## config.mk

```make
export PLATFORM = sky130hd
export DESIGN_NAME = stfr_task_file
export DESIGN_NICKNAME = d
export VERILOG_FILES = /design/src/rtl/stfr_pkg.sv /design/src/rtl/stfr_byte_stack.sv /design/src/rtl/stfr_task_file.sv
export SDC_FILE = /design/constraint.sdc
export NUM_CORES = 1
export LEC_CHECK = 0
export BUFFER_PORTS_ARGS = -buffer_cell sky130_fd_sc_hd__buf_2
export CAP_MARGIN = 25
export CORE_MARGIN = 4
export CORE_UTILIZATION = 40
export CTS_BUF_LIST = sky130_fd_sc_hd__clkbuf_4 sky130_fd_sc_hd__clkbuf_8
export CTS_CLUSTER_SIZE = 30
export DETAILED_ROUTE_END_ITERATION = 8
export PLACE_DENSITY_LB_ADDON = 0.1
export RECOVER_POWER = 25
export SLEW_MARGIN = 15
export SYNTH_ARGS = -nofsm -noshare
export SYNTH_HDL_FRONTEND = slang
export SYNTH_SLANG_ARGS = --single-unit
```

## constraint.sdc

```tcl
create_clock -name clk -period 4.7 [get_ports clk]
set_input_delay 0.705 -clock clk [delete_from_list [all_inputs] [get_ports clk]]
set_output_delay 0.705 -clock clk [all_outputs]
set_load 0.1 [all_outputs]
```

## src/rtl/stfr_pkg.sv

```systemverilog
// Shared constants and types for the task file register block.
package stfr_pkg;

   // Register indexes seen by the host adapter (task file address).
   localparam logic [3:0] STFR_IDX_ERR     = 4'h1;
   localparam logic [3:0] STFR_IDX_SCNT    = 4'h2;
   localparam logic [3:0] STFR_IDX_SNUM    = 4'h3;
   localparam logic [3:0] STFR_IDX_MID     = 4'h4;
   localparam logic [3:0] STFR_IDX_HIGH    = 4'h5;
   localparam logic [3:0] STFR_IDX_DEVHEAD = 4'h6;
   localparam logic [3:0] STFR_IDX_CMD     = 4'h7;
   localparam logic [3:0] STFR_IDX_CTRL    = 4'he;

   // Device control field positions.
   localparam int STFR_CTL_HBS  = 7;
   localparam int STFR_CTL_ONE  = 3;
   localparam int STFR_CTL_SRB  = 2;
   localparam int STFR_CTL_NIEN = 1;
   localparam int STFR_CTL_ZERO = 0;
   localparam logic [7:0] STFR_CTL_RESET = 8'h08;

   // Device/head and error field positions.
   localparam int STFR_DH_LBA   = 6;
   localparam int STFR_ERR_ABRT = 2;
   localparam logic [7:0] STFR_DH_RESET = 8'ha0;

   // Command codes handled locally.
   localparam logic [7:0] STFR_CMD_CHKPWR  = 8'he5;
   localparam logic [7:0] STFR_CMD_DLMC    = 8'h92;
   localparam logic [7:0] STFR_CMD_DLMCDMA = 8'h93;

   // Power mode answers in sector count.
   localparam logic [7:0] STFR_PWR_IDLE_STD  = 8'h80;
   localparam logic [7:0] STFR_PWR_IDLE_NEPC = 8'hff;

   // Time limits.
   localparam int          STFR_CLK_HZ          = 20_000_000;
   localparam int          STFR_POR_WIN_MS      = 500;
   localparam int          STFR_POR_WIN_CYC     = STFR_CLK_HZ / 1000 * STFR_POR_WIN_MS;
   localparam logic [15:0] STFR_CTLIM_MIN_MS    = 16'h0032;
   localparam int          STFR_ERC_MIN_MS      = 6500;
   localparam int          STFR_ERC_UNIT_MS     = 100;
   localparam logic [15:0] STFR_ERC_MIN_UNITS   = 16'(STFR_ERC_MIN_MS / STFR_ERC_UNIT_MS);

   // Status supplied by the device core.
   typedef struct packed {
      logic busy;
      logic ready;
      logic seek_done;
      logic data_req;
      logic index_pulse;
      logic error;
   } stfr_core_stat_t;

   // Position reported by the core when a command ends.
   typedef struct packed {
      logic        done;
      logic        lba48;
      logic [47:0] lba;
      logic [15:0] cylinder;
      logic [7:0]  sector_count;
      logic [7:0]  error_bits;
   } stfr_done_t;

   // Host-side register access.
   typedef struct packed {
      logic       wr;
      logic       rd;
      logic [3:0] idx;
      logic [7:0] wdata;
   } stfr_reg_req_t;

endpackage : stfr_pkg

```

## src/rtl/stfr_byte_stack.sv

```systemverilog
// Two-deep byte register: most recently written byte and the one before it.
`timescale 1ns/1ps
module stfr_byte_stack
   import stfr_pkg::*;
#(
   parameter int W = 8
)
(
   // Clock and reset
   input  wire logic         clk,
   input  wire logic         rst,
   // Host write pushes the current byte down
   input  wire logic         host_wr,
   input  wire logic [W-1:0] host_data,
   // Device load at command end sets both bytes
   input  wire logic         dev_load,
   input  wire logic [W-1:0] dev_cur,
   input  wire logic [W-1:0] dev_prev,
   // Stored bytes
   output logic      [W-1:0] cur_q,
   output logic      [W-1:0] prev_q
);

   logic [W-1:0] cur_r;
   logic [W-1:0] cur_nxt;
   logic [W-1:0] prev_r;
   logic [W-1:0] prev_nxt;

   // A device load wins, since the host must not write while the device is busy.
   always_comb
   begin
      cur_nxt  = cur_r;
      prev_nxt = prev_r;
      if (dev_load)
      begin
         cur_nxt  = dev_cur;
         prev_nxt = dev_prev;
      end
      else if (host_wr)
      begin
         prev_nxt = cur_r;
         cur_nxt  = host_data;
      end
   end

   always_ff @(posedge clk)
   begin
      if (rst)
      begin
         cur_r  <= '0;
         prev_r <= '0;
      end
      else
      begin
         cur_r  <= cur_nxt;
         prev_r <= prev_nxt;
      end
   end

   assign cur_q  = cur_r;
   assign prev_q = prev_r;

endmodule : stfr_byte_stack

```

## src/rtl/stfr_task_file.sv

```systemverilog
// Device-side task file registers: status, command, address bytes, device control.
// Summary of operation
// - Alternate status mirrors primary status bits
// - Alternate status read never acknowledges interrupt
// - Command write starts execution at once
// - High byte holds cylinder or LBA 16-23
// - 48-bit: high previous byte is LBA 40-47
// - Mid byte holds cylinder or LBA 8-15
// - 48-bit: mid previous byte is LBA 32-39
// - Command-block write clears high byte select
// - Soft reset bit holds device in reset
// - Interrupt only when unmasked and device selected
// - Idle power query without EPC returns FFh
// - COMINIT may wait out 500ms after power-on
// - Microcode downloads aborted while security locked
// - Completion time limit floored at 50ms
// - Standby streaming waits for spin-up completion
// - Recovery limit below 6.5s aborts; waits spin-up
// - Primary status read acknowledges pending interrupt
// - Device/head bit 6 selects CHS or LBA
`timescale 1ns/1ps
module stfr_task_file
   import stfr_pkg::*;
#(
   parameter int POR_WIN_CYC = STFR_POR_WIN_CYC
)
(
   // Clock and reset
   input  wire logic            clk,
   input  wire logic            rst,
   // Register access from the link layer
   input  stfr_reg_req_t        reg_req,
   output logic      [7:0]      reg_rdata,
   output logic                 reg_rvalid,
   // Core status and completion
   input  stfr_core_stat_t      core_stat,
   input  stfr_done_t           core_done,
   input  wire logic            dev_selected,
   // Command issue to the core
   output logic                 cmd_start,
   output logic      [7:0]      cmd_code,
   output logic                 cmd_lba_mode,
   output logic                 cmd_abort,
   // Power and security state
   input  wire logic            security_locked,
   input  wire logic            epc_enabled,
   input  wire logic            drive_idle,
   input  wire logic            drive_standby,
   input  wire logic            spinning_up,
   input  wire logic            cmd_streaming,
   input  wire logic            cmd_has_erc,
   // Time limits requested by the host
   input  wire logic [15:0]     ctlim_req_ms,
   input  wire logic [15:0]     erc_req_units,
   output logic      [15:0]     ctlim_eff_ms,
   output logic                 erc_reject,
   output logic                 complete_hold,
   // Reset and link
   input  wire logic            comreset_req,
   output logic                 cominit_send,
   output logic                 soft_reset_hold,
   // Interrupt to host
   output logic                 host_intrq
);

   localparam int PW = $clog2(POR_WIN_CYC + 1);

   logic [7:0]  ctrl_r,      ctrl_nxt;
   logic [7:0]  devhead_r,   devhead_nxt;
   logic [7:0]  err_r,       err_nxt;
   logic        abort_r,     abort_nxt;
   logic        pend_r,      pend_nxt;
   logic        start_r,     start_nxt;
   logic        cabort_r,    cabort_nxt;
   logic [7:0]  code_r,      code_nxt;
   logic [7:0]  rdata_r,     rdata_nxt;
   logic        rvalid_r,    rvalid_nxt;
   logic        creq_r,      creq_nxt;
   logic        cinit_r,     cinit_nxt;
   logic [PW-1:0] por_cnt_r, por_cnt_nxt;

   logic        cmdblk_wr;
   logic        lba_mode;
   logic        hbs;
   logic        dev_load;
   logic        scnt_load;
   logic [7:0]  status;
   logic        wr_cmd;
   logic        local_pwr;
   logic [7:0]  scnt_dev_cur;
   logic [7:0]  high_cur, high_prev, mid_cur, mid_prev;
   logic [7:0]  scnt_cur, scnt_prev, snum_cur, snum_prev;
   logic [7:0]  hi_dcur, hi_dprev, mid_dcur, mid_dprev;

   assign lba_mode  = devhead_r[STFR_DH_LBA];
   assign hbs       = ctrl_r[STFR_CTL_HBS];
   assign cmdblk_wr = reg_req.wr && (reg_req.idx != STFR_IDX_CTRL);
   assign wr_cmd    = reg_req.wr && (reg_req.idx == STFR_IDX_CMD) && !ctrl_r[STFR_CTL_SRB];
   assign local_pwr = wr_cmd && (reg_req.wdata == STFR_CMD_CHKPWR)
                      && !epc_enabled && drive_idle;

   // Position written back at command end follows the address mode.
   always_comb
   begin
      if (lba_mode)
      begin
         mid_dcur = core_done.lba[15:8];
         hi_dcur  = core_done.lba[23:16];
      end
      else
      begin
         mid_dcur = core_done.cylinder[7:0];
         hi_dcur  = core_done.cylinder[15:8];
      end
      mid_dprev = core_done.lba48 ? core_done.lba[39:32] : mid_cur;
      hi_dprev  = core_done.lba48 ? core_done.lba[47:40] : high_cur;
   end

   assign dev_load     = core_done.done;
   assign scnt_load    = core_done.done || local_pwr;
   assign scnt_dev_cur = local_pwr ? STFR_PWR_IDLE_NEPC : core_done.sector_count;

   stfr_byte_stack #(.W(8)) u_high (
      .clk       (clk),
      .rst       (rst),
      .host_wr   (reg_req.wr && reg_req.idx == STFR_IDX_HIGH),
      .host_data (reg_req.wdata),
      .dev_load  (dev_load),
      .dev_cur   (hi_dcur),
      .dev_prev  (hi_dprev),
      .cur_q     (high_cur),
      .prev_q    (high_prev)
   );

   stfr_byte_stack #(.W(8)) u_mid (
      .clk       (clk),
      .rst       (rst),
      .host_wr   (reg_req.wr && reg_req.idx == STFR_IDX_MID),
      .host_data (reg_req.wdata),
      .dev_load  (dev_load),
      .dev_cur   (mid_dcur),
      .dev_prev  (mid_dprev),
      .cur_q     (mid_cur),
      .prev_q    (mid_prev)
   );

   stfr_byte_stack #(.W(8)) u_scnt (
      .clk       (clk),
      .rst       (rst),
      .host_wr   (reg_req.wr && reg_req.idx == STFR_IDX_SCNT),
      .host_data (reg_req.wdata),
      .dev_load  (scnt_load),
      .dev_cur   (scnt_dev_cur),
      .dev_prev  (scnt_cur),
      .cur_q     (scnt_cur),
      .prev_q    (scnt_prev)
   );

   stfr_byte_stack #(.W(8)) u_snum (
      .clk       (clk),
      .rst       (rst),
      .host_wr   (reg_req.wr && reg_req.idx == STFR_IDX_SNUM),
      .host_data (reg_req.wdata),
      .dev_load  (dev_load),
      .dev_cur   (core_done.lba[7:0]),
      .dev_prev  (core_done.lba48 ? core_done.lba[31:24] : snum_cur),
      .cur_q     (snum_cur),
      .prev_q    (snum_prev)
   );

   // Fault and corrected bits are never reported; service is not supported.
   assign status = {core_stat.busy, core_stat.ready, 1'b0,
                    core_stat.seek_done, core_stat.data_req, 1'b0,
                    core_stat.index_pulse, core_stat.error | abort_r};

   always_comb
   begin
      ctrl_nxt    = ctrl_r;
      devhead_nxt = devhead_r;
      err_nxt     = err_r;
      abort_nxt   = abort_r;
      pend_nxt    = pend_r;
      start_nxt   = 1'b0;
      cabort_nxt  = 1'b0;
      code_nxt    = code_r;
      rdata_nxt   = rdata_r;
      rvalid_nxt  = 1'b0;
      creq_nxt    = creq_r;
      cinit_nxt   = 1'b0;
      por_cnt_nxt = por_cnt_r;

      // Power-on window counts once and then stays expired.
      if (por_cnt_r != PW'(POR_WIN_CYC))
      begin
         por_cnt_nxt = por_cnt_r + PW'(1);
      end

      // Register writes.
      if (reg_req.wr)
      begin
         case (reg_req.idx)
            STFR_IDX_CTRL:
            begin
               ctrl_nxt = {reg_req.wdata[STFR_CTL_HBS], 3'b000, 1'b1,
                           reg_req.wdata[STFR_CTL_SRB],
                           reg_req.wdata[STFR_CTL_NIEN], 1'b0};
            end
            STFR_IDX_DEVHEAD:
            begin
               devhead_nxt = reg_req.wdata;
            end
            STFR_IDX_CMD:
            begin
               if (wr_cmd)
               begin
                  abort_nxt = 1'b0;
                  err_nxt   = '0;
                  code_nxt  = reg_req.wdata;
                  if (security_locked && (reg_req.wdata == STFR_CMD_DLMC ||
                                          reg_req.wdata == STFR_CMD_DLMCDMA))
                  begin
                     cabort_nxt = 1'b1;
                     abort_nxt  = 1'b1;
                     err_nxt[STFR_ERR_ABRT] = 1'b1;
                     pend_nxt   = 1'b1;
                  end
                  else if (local_pwr)
                  begin
                     pend_nxt = 1'b1;
                  end
                  else
                  begin
                     start_nxt = 1'b1;
                  end
               end
            end
            default:
            begin
            end
         endcase
         if (cmdblk_wr)
         begin
            ctrl_nxt[STFR_CTL_HBS] = 1'b0;
         end
      end

      // Register reads; while busy every read returns status.
      if (reg_req.rd)
      begin
         rvalid_nxt = 1'b1;
         if (core_stat.busy)
         begin
            rdata_nxt = status;
         end
         else
         begin
            case (reg_req.idx)
               STFR_IDX_ERR:     rdata_nxt = err_r | core_done.error_bits;
               STFR_IDX_SCNT:    rdata_nxt = hbs ? scnt_prev : scnt_cur;
               STFR_IDX_SNUM:    rdata_nxt = hbs ? snum_prev : snum_cur;
               STFR_IDX_MID:     rdata_nxt = hbs ? mid_prev : mid_cur;
               STFR_IDX_HIGH:    rdata_nxt = hbs ? high_prev : high_cur;
               STFR_IDX_DEVHEAD: rdata_nxt = devhead_r;
               STFR_IDX_CMD:     rdata_nxt = status;
               STFR_IDX_CTRL:    rdata_nxt = status;
               default:          rdata_nxt = 8'h00;
            endcase
         end
         // Only the primary status acknowledges; the alternate copy does not.
         if (reg_req.idx == STFR_IDX_CMD)
         begin
            pend_nxt = 1'b0;
         end
      end

      // Completion sets the pending interrupt; a set wins over a same-cycle read.
      if (core_done.done)
      begin
         pend_nxt = 1'b1;
         err_nxt  = err_r | core_done.error_bits;
      end

      // COMRESET: answer only once the power-on window has expired.
      if (comreset_req)
      begin
         creq_nxt    = 1'b1;
         ctrl_nxt    = STFR_CTL_RESET;
         devhead_nxt = STFR_DH_RESET;
         pend_nxt    = 1'b0;
         abort_nxt   = 1'b0;
      end
      else if (creq_r && por_cnt_r == PW'(POR_WIN_CYC))
      begin
         creq_nxt  = 1'b0;
         cinit_nxt = 1'b1;
      end

      // Soft reset drops any pending interrupt and refuses commands.
      if (ctrl_r[STFR_CTL_SRB])
      begin
         pend_nxt  = 1'b0;
         start_nxt = 1'b0;
      end
   end

   always_ff @(posedge clk)
   begin
      if (rst)
      begin
         ctrl_r    <= STFR_CTL_RESET;
         devhead_r <= STFR_DH_RESET;
         err_r     <= '0;
         abort_r   <= 1'b0;
         pend_r    <= 1'b0;
         start_r   <= 1'b0;
         cabort_r  <= 1'b0;
         code_r    <= '0;
         rdata_r   <= '0;
         rvalid_r  <= 1'b0;
         creq_r    <= 1'b0;
         cinit_r   <= 1'b0;
         por_cnt_r <= '0;
      end
      else
      begin
         ctrl_r    <= ctrl_nxt;
         devhead_r <= devhead_nxt;
         err_r     <= err_nxt;
         abort_r   <= abort_nxt;
         pend_r    <= pend_nxt;
         start_r   <= start_nxt;
         cabort_r  <= cabort_nxt;
         code_r    <= code_nxt;
         rdata_r   <= rdata_nxt;
         rvalid_r  <= rvalid_nxt;
         creq_r    <= creq_nxt;
         cinit_r   <= cinit_nxt;
         por_cnt_r <= por_cnt_nxt;
      end
   end

   // Time limit handling is combinational so the core sees it with the request.
   assign ctlim_eff_ms  = (ctlim_req_ms < STFR_CTLIM_MIN_MS) ? STFR_CTLIM_MIN_MS
                                                             : ctlim_req_ms;
   assign erc_reject    = cmd_has_erc && (erc_req_units < STFR_ERC_MIN_UNITS);
   assign complete_hold = drive_standby && spinning_up
                          && (cmd_streaming || cmd_has_erc);

   assign host_intrq      = pend_r && !ctrl_r[STFR_CTL_NIEN] && dev_selected;
   assign soft_reset_hold = ctrl_r[STFR_CTL_SRB];
   assign cmd_start       = start_r;
   assign cmd_code        = code_r;
   assign cmd_lba_mode    = lba_mode;
   assign cmd_abort       = cabort_r;
   assign cominit_send    = cinit_r;
   assign reg_rdata       = rdata_r;
   assign reg_rvalid      = rvalid_r;

endmodule : stfr_task_file

```

# After elaboration in Yosys (flattened, before gate mapping)
# Index checks and enable logic that the tools add are counted.
# totals
reg_bits	130
input_bits	145
word_cells	135
# classes
addsub	1
order_cmp	2
eq_ne	14
muxes	49
bitwise_logic	5
reduce_logical	42
# ops
op	n
2-to-1 mux 8 bit	32
one-hot mux 8 bit (7 select lines)	1
adder 24 x 1 -> 24 bit, second input constant	1
== test 24 bit, second input constant	1
== test 8 bit, second input constant	3
inequality test 24 bit, second input constant	1
nonzero test 2 bit	9
logical AND 1 bit	17
== test 4 x 3 -> 1 bit, second input constant	4
< comparator 16 x 6 -> 1 bit, second input constant	1
< comparator 16 x 7 -> 1 bit, second input constant	1
2-to-1 mux 16 bit	1
2-to-1 mux 1 bit	15
== test 4 x 2 -> 1 bit, second input constant	2
OR 8 bit	1
AND reduction 2 bit	3
AND reduction 3 bit	2
OR reduction 6 bit	1
== test 4 x 1 -> 1 bit, second input constant	1
== test 4 bit, second input constant	1
inequality test 4 bit, second input constant	1
OR reduction 2 bit	2
OR reduction 4 bit	1
zero test 1 bit	3
other kinds (4)	8

# Logic depth before layout (Yosys ltp)
# logic_depth
depth_word	14
mapped_depth	9
depth_no_buf	7

# Modules after synthesis
# A second synthesis with hierarchy kept.
# hier_totals
cells_unflattened	801
area_unflattened_um2	7465.9
# by_module_without_submodules
mod	instances	cells_each	area_per_inst_um2
stfr_task_file	1	517	4242.8
stfr_byte_stack	4	71	805.8

# Worst setup path after synthesis
# No wires, ideal clock.
# synth_path
path_kind	input to output
from	in erc_req_units[14]
to	out erc_reject
t_arrival_ps	2545
required_ps	3995
slack_ps	1450
path_stages	3
path_buffers	0
path_cell_list	nor4_1 > nand4b_1 > a21oi_1
# synth_between
elab_chain_len	2
# synth_rtl
element	line	rtl
start: declaration	stfr_task_file.sv:54	input wire logic [15:0] erc_req_units,
< comparator 16 x 7 -> 1 bit	stfr_task_file.sv:345	assign erc_reject = cmd_has_erc && (erc_req_units < STFR_ERC_MIN_UNITS);
logical AND 1 bit	stfr_task_file.sv:345	
end: declaration	stfr_task_file.sv:56	output logic erc_reject,
# No other way between the ends.

# Worst setup path in the final report
# layout_path
from	in reg_req[9] in the netlist's numbering
to	reg u_scnt.prev_r[4], in the netlist u_scnt.prev_q[4]
# layout_between
elab_chain_len	8
# layout_rtl
element	line	rtl
start: declaration	stfr_task_file.sv:32	input stfr_reg_req_t reg_req,
== test 4 x 3 -> 1 bit	stfr_task_file.sv:98	assign wr_cmd = reg_req.wr && (reg_req.idx == STFR_IDX_CMD) && !ctrl_r[STFR_CTL_SRB];
logical AND 1 bit (2 in a row)	stfr_task_file.sv:98	
logical AND 1 bit	stfr_task_file.sv:99	assign local_pwr = wr_cmd && (reg_req.wdata == STFR_CMD_CHKPWR)
logical AND 1 bit (2 in a row)	stfr_task_file.sv:100	&& !epc_enabled && drive_idle;
logical OR 1 bit	stfr_task_file.sv:120	assign scnt_load = core_done.done || local_pwr;
2-to-1 mux 8 bit / nonzero test 2 bit (equally long branches)	-	
end signal: assignment	stfr_byte_stack.sv:56	prev_r <= prev_nxt;
end: declaration	stfr_byte_stack.sv:26	logic [W-1:0] prev_r;
# Parallel ways exist; a longest one is shown, timed or not.
# A chain may end at the register's enable or synchronous reset.

==> qor.csv <==
stage,metric,value,unit
status,run_status,"finished, violations left",
status,violated_checks,"max-capacitance violations, max-slew violations",
synthesis,yosys-top-cells-count,"130 x dfxtp_1, 128 x nor2_1, 70 x mux2i_1",
hold_path,hold_class,reg2reg,
synthesis,yosysTopAreaCell,dfxtp_1,
timing,final_max_slew_viol_count,9,
timing,maxClockFrequency,328,MHz
critical_path,timing.critical_path.buf_inv,1,
timing,setup_viol_count_final,0,
timing,setup-tns-final,0,ps
timing,worst_clock_skew,4.93,ps
critical_path,timing.critical_path.required,5000,ps
timing,grt_setup_unrepaired,false,
floorplan,rows,46,
critical_path,crit_path_max_incr_delay,850,ps
critical_path,worst_r2r_startpoint,ctrl_r[2],
synthesis,dominantRegCellSynth,dfxtp_1,
clock_network,postCtsResizedCells,0,
timing,worst_slew_pin_slew,2030,ps
timing,hold_viol,0,
clock_network,postCtsSetupRepairBufs,0,
finish,syn_to_final_growth,20.2,%
placement,detailedPlacementHpwl,14800,um
placement,place.detailed.instances,1143,
floorplan,die_width,137,um
clock_network,clockBufferDepth,2,
clock_network,cts_tree,yes,
timing,final.period_utilization,0.650,
drt,drt_wl_total,20200,um
synthesis,postSynth.asyncResetShare,0,
synthesis,most_frequently_used_cell_type_in_the_post_synthesis_netlist,dfxtp_1,
timing,relative_slew_slack,-0.364,
synthesis,syn-cell-area,0.00665,sq mm
clock_network,cts_buffers,17,
timing,finalWorstPathRequiredPeriod,3050,ps
critical_path,worst-path-max-fanout,17,
global_route,grt_first_pass_wirelength,31700,um
synthesis,synth-seq-area-share,0.391,
hold_path,worst_hold_startpoint,err_r[2],
power_and_ir_drop,power.ir.vdd_worst,181,uV
drt,drtIter0Drc,506,
synthesis,syn_area_per_cell,8.29,sq um
synthesis,yosysUniqueCellTypes,60,
drt,first_pass_iters,5,
synthesis,synth.net_count,949,
drt,post_dr_wirelength_cell,17.2,um
global_route,groute.usage.overall,0.218,
finish,filler_cell_count,1689,
placement,port_buffer_count,185,
finish,antenna_cells_inserted,0,
placement,detailedPlace.worstSlack,1380,ps
timing,setup_slack,1650,ps
global_route,antenna_found_initial,0,
drt,route.antenna.remaining_nets,0,
power_and_ir_drop,power_leakage,3.24,nW
floorplan,die-height,137,um
synthesis,synth_seq_cells,130,
finish,layout-drive-gt1-share,0.242,
synthesis,ys_warn_count,0,
clock_network,cts_root_buffer,clkbuf_8,
floorplan,core_area,0.0161,sq mm
clock_network,ctsHtreeMaxLevel,4,
critical_path,critical_path_arrival,3350,ps
critical_path,timing.critical_path.max_delay_family,simple AND/OR/NAND/NOR gates,
finish,num-nets-final,1094,
critical_path,crit_path_end_kind,register,
finish,final_cell_count_no_fill,1174,
placement,place_congestion,0.849,
clock_network,clock_latency_on_the_worst_skew_pair,440,ps
critical_path,startpoint_type,input port,
clock_network,clkSlewWorstSetupHoldPaths,70,ps
critical_path,timing.critical_path.slowest_stage_cell,o21bai_2,
floorplan,floorplan.io_pins,186,
power_and_ir_drop,p_per_area,324,mW/mm^2
drt,drc,0,
floorplan,initial_core_util,0.413,
critical_path,timing.critical_path.cells,clkbuf_1 -> nand2_1 -> or4_1 -> o21bai_2 -> mux2i_1 -> nor2_1,
critical_path,worstSetupPathType,in2reg,
power_and_ir_drop,total_power,2.59,mW
floorplan,die_area,0.0188,sq mm
clock_network,clkSinkCount,130,
synthesis,synth_top_area_frac,0.391,
synthesis,syn_inst,802,
synthesis,synth_edf_count,0,
global_route,grt_pass1_vias,5931,
drt,routed_via_density,5.30,
run,drv.max_cap_violation_count,1,
global_route,grt.overflow.total,0,
global_route,grt_start_max_net_pins,84,
clock_network,ctsHoldBuffers,0,
synthesis,post_synth_main_area_contributors,"dfxtp_1 39%, mux2i_1 11%, nor2_1 7.2%",
drt,routed-via-count,6218,
critical_path,startpoint,reg_req[9],
==> metal layers <==
metal  part of all wire  track usage  vias up
met5                  0            0        -
met4             0.0087       0.0538        0
met3              0.057       0.0456       15
met2               0.46        0.345      166
met1               0.47        0.303     2885
li1                   -            -     3152
==> cells by family after synthesis <==
logic type,synth area share
buffers and inverters,0.0568
multiplexers,0.124
adder cells (fa/ha/maj),0.00376
flip-flops,0.391
AND/OR/NAND/NOR,0.228
XOR/XNOR,0.0237
AO/OA/AOI/OAI,0.173
==> power breakdown <==
part	switching (mW)	internal [mW]
clock	0.410	0.583
sequential	0.0327	1.15
combinational	0.274	0.137
==> worst paths after layout <==
check,slack (ps),end,cells past startpoint
worst max register to register,2130,u_scnt.prev_q[4],4
worst max-delay path,1650,u_scnt.prev_q[4],6
worst min register to register,470,err_r[2],1
worst min-delay path,470,err_r[2],1
==> flip-flops by register name, summed over array words and instances (netlist names) <==
register	flops
abort_r	1
cmd_abort	1
cmd_code	8
cmd_start	1
cominit_send	1
creq_r	1
ctrl_r	3
devhead_r	8
err_r	8
pend_r	1
por_cnt_r	24
reg_rdata	8
reg_rvalid	1
u_high.cur_q	8
u_high.prev_q	8
u_mid.cur_q	8
u_mid.prev_q	8
u_scnt.cur_q	8
u_scnt.prev_q	8
u_snum.cur_q	8
u_snum.prev_q	8
==> through the flow <==
step	hold WS, ps	utilization	cell area (sq um)
2_1_floorplan	435	-	6650
3_3_place_gp	447	0.472	7600
3_5_place_dp	456	0.472	7600
4_1_cts	470	0.498	8020
5_1_grt	495	0.496	7990
6_report	469	0.496	7990
==> layout make-up <==
cell class              instances  area, sq um  area share
clock inverters                 3         67.6     0.00845
well taps                     216          270      0.0338
multi-input cells             586         3650       0.457
repair buffers                194          982       0.123
inverters                      18         67.6     0.00845
flip-flops and latches        130         2600       0.326
clock buffers                  27          353      0.0442
==> layout by cell type (no fill, tap or decap), types with 4 or more instances in the layout <==
cell type / count
a2111oi_0: 4
a211oi_1: 21
a21oi_1: 60
a221oi_1: 8
a22oi_1: 10
a311oi_1: 17
and2_1: 5
and3_1: 7
and4_1: 5
buf_2: 173
buf_4: 8
clkbuf_1: 12
clkbuf_8: 24
dfxtp_1: 130
inv_1: 17
mux2_2: 11
mux2i_1: 70
nand2_1: 62
nand2b_1: 8
nand3_1: 32
nand4_1: 7
nor2_1: 128
nor2b_1: 7
nor3_1: 7
nor4_1: 9
nor4b_1: 7
o21ai_0: 25
o22ai_1: 13
or3_1: 7
xnor2_1: 10
xor2_1: 8
(Power assumes the default switching activity.)
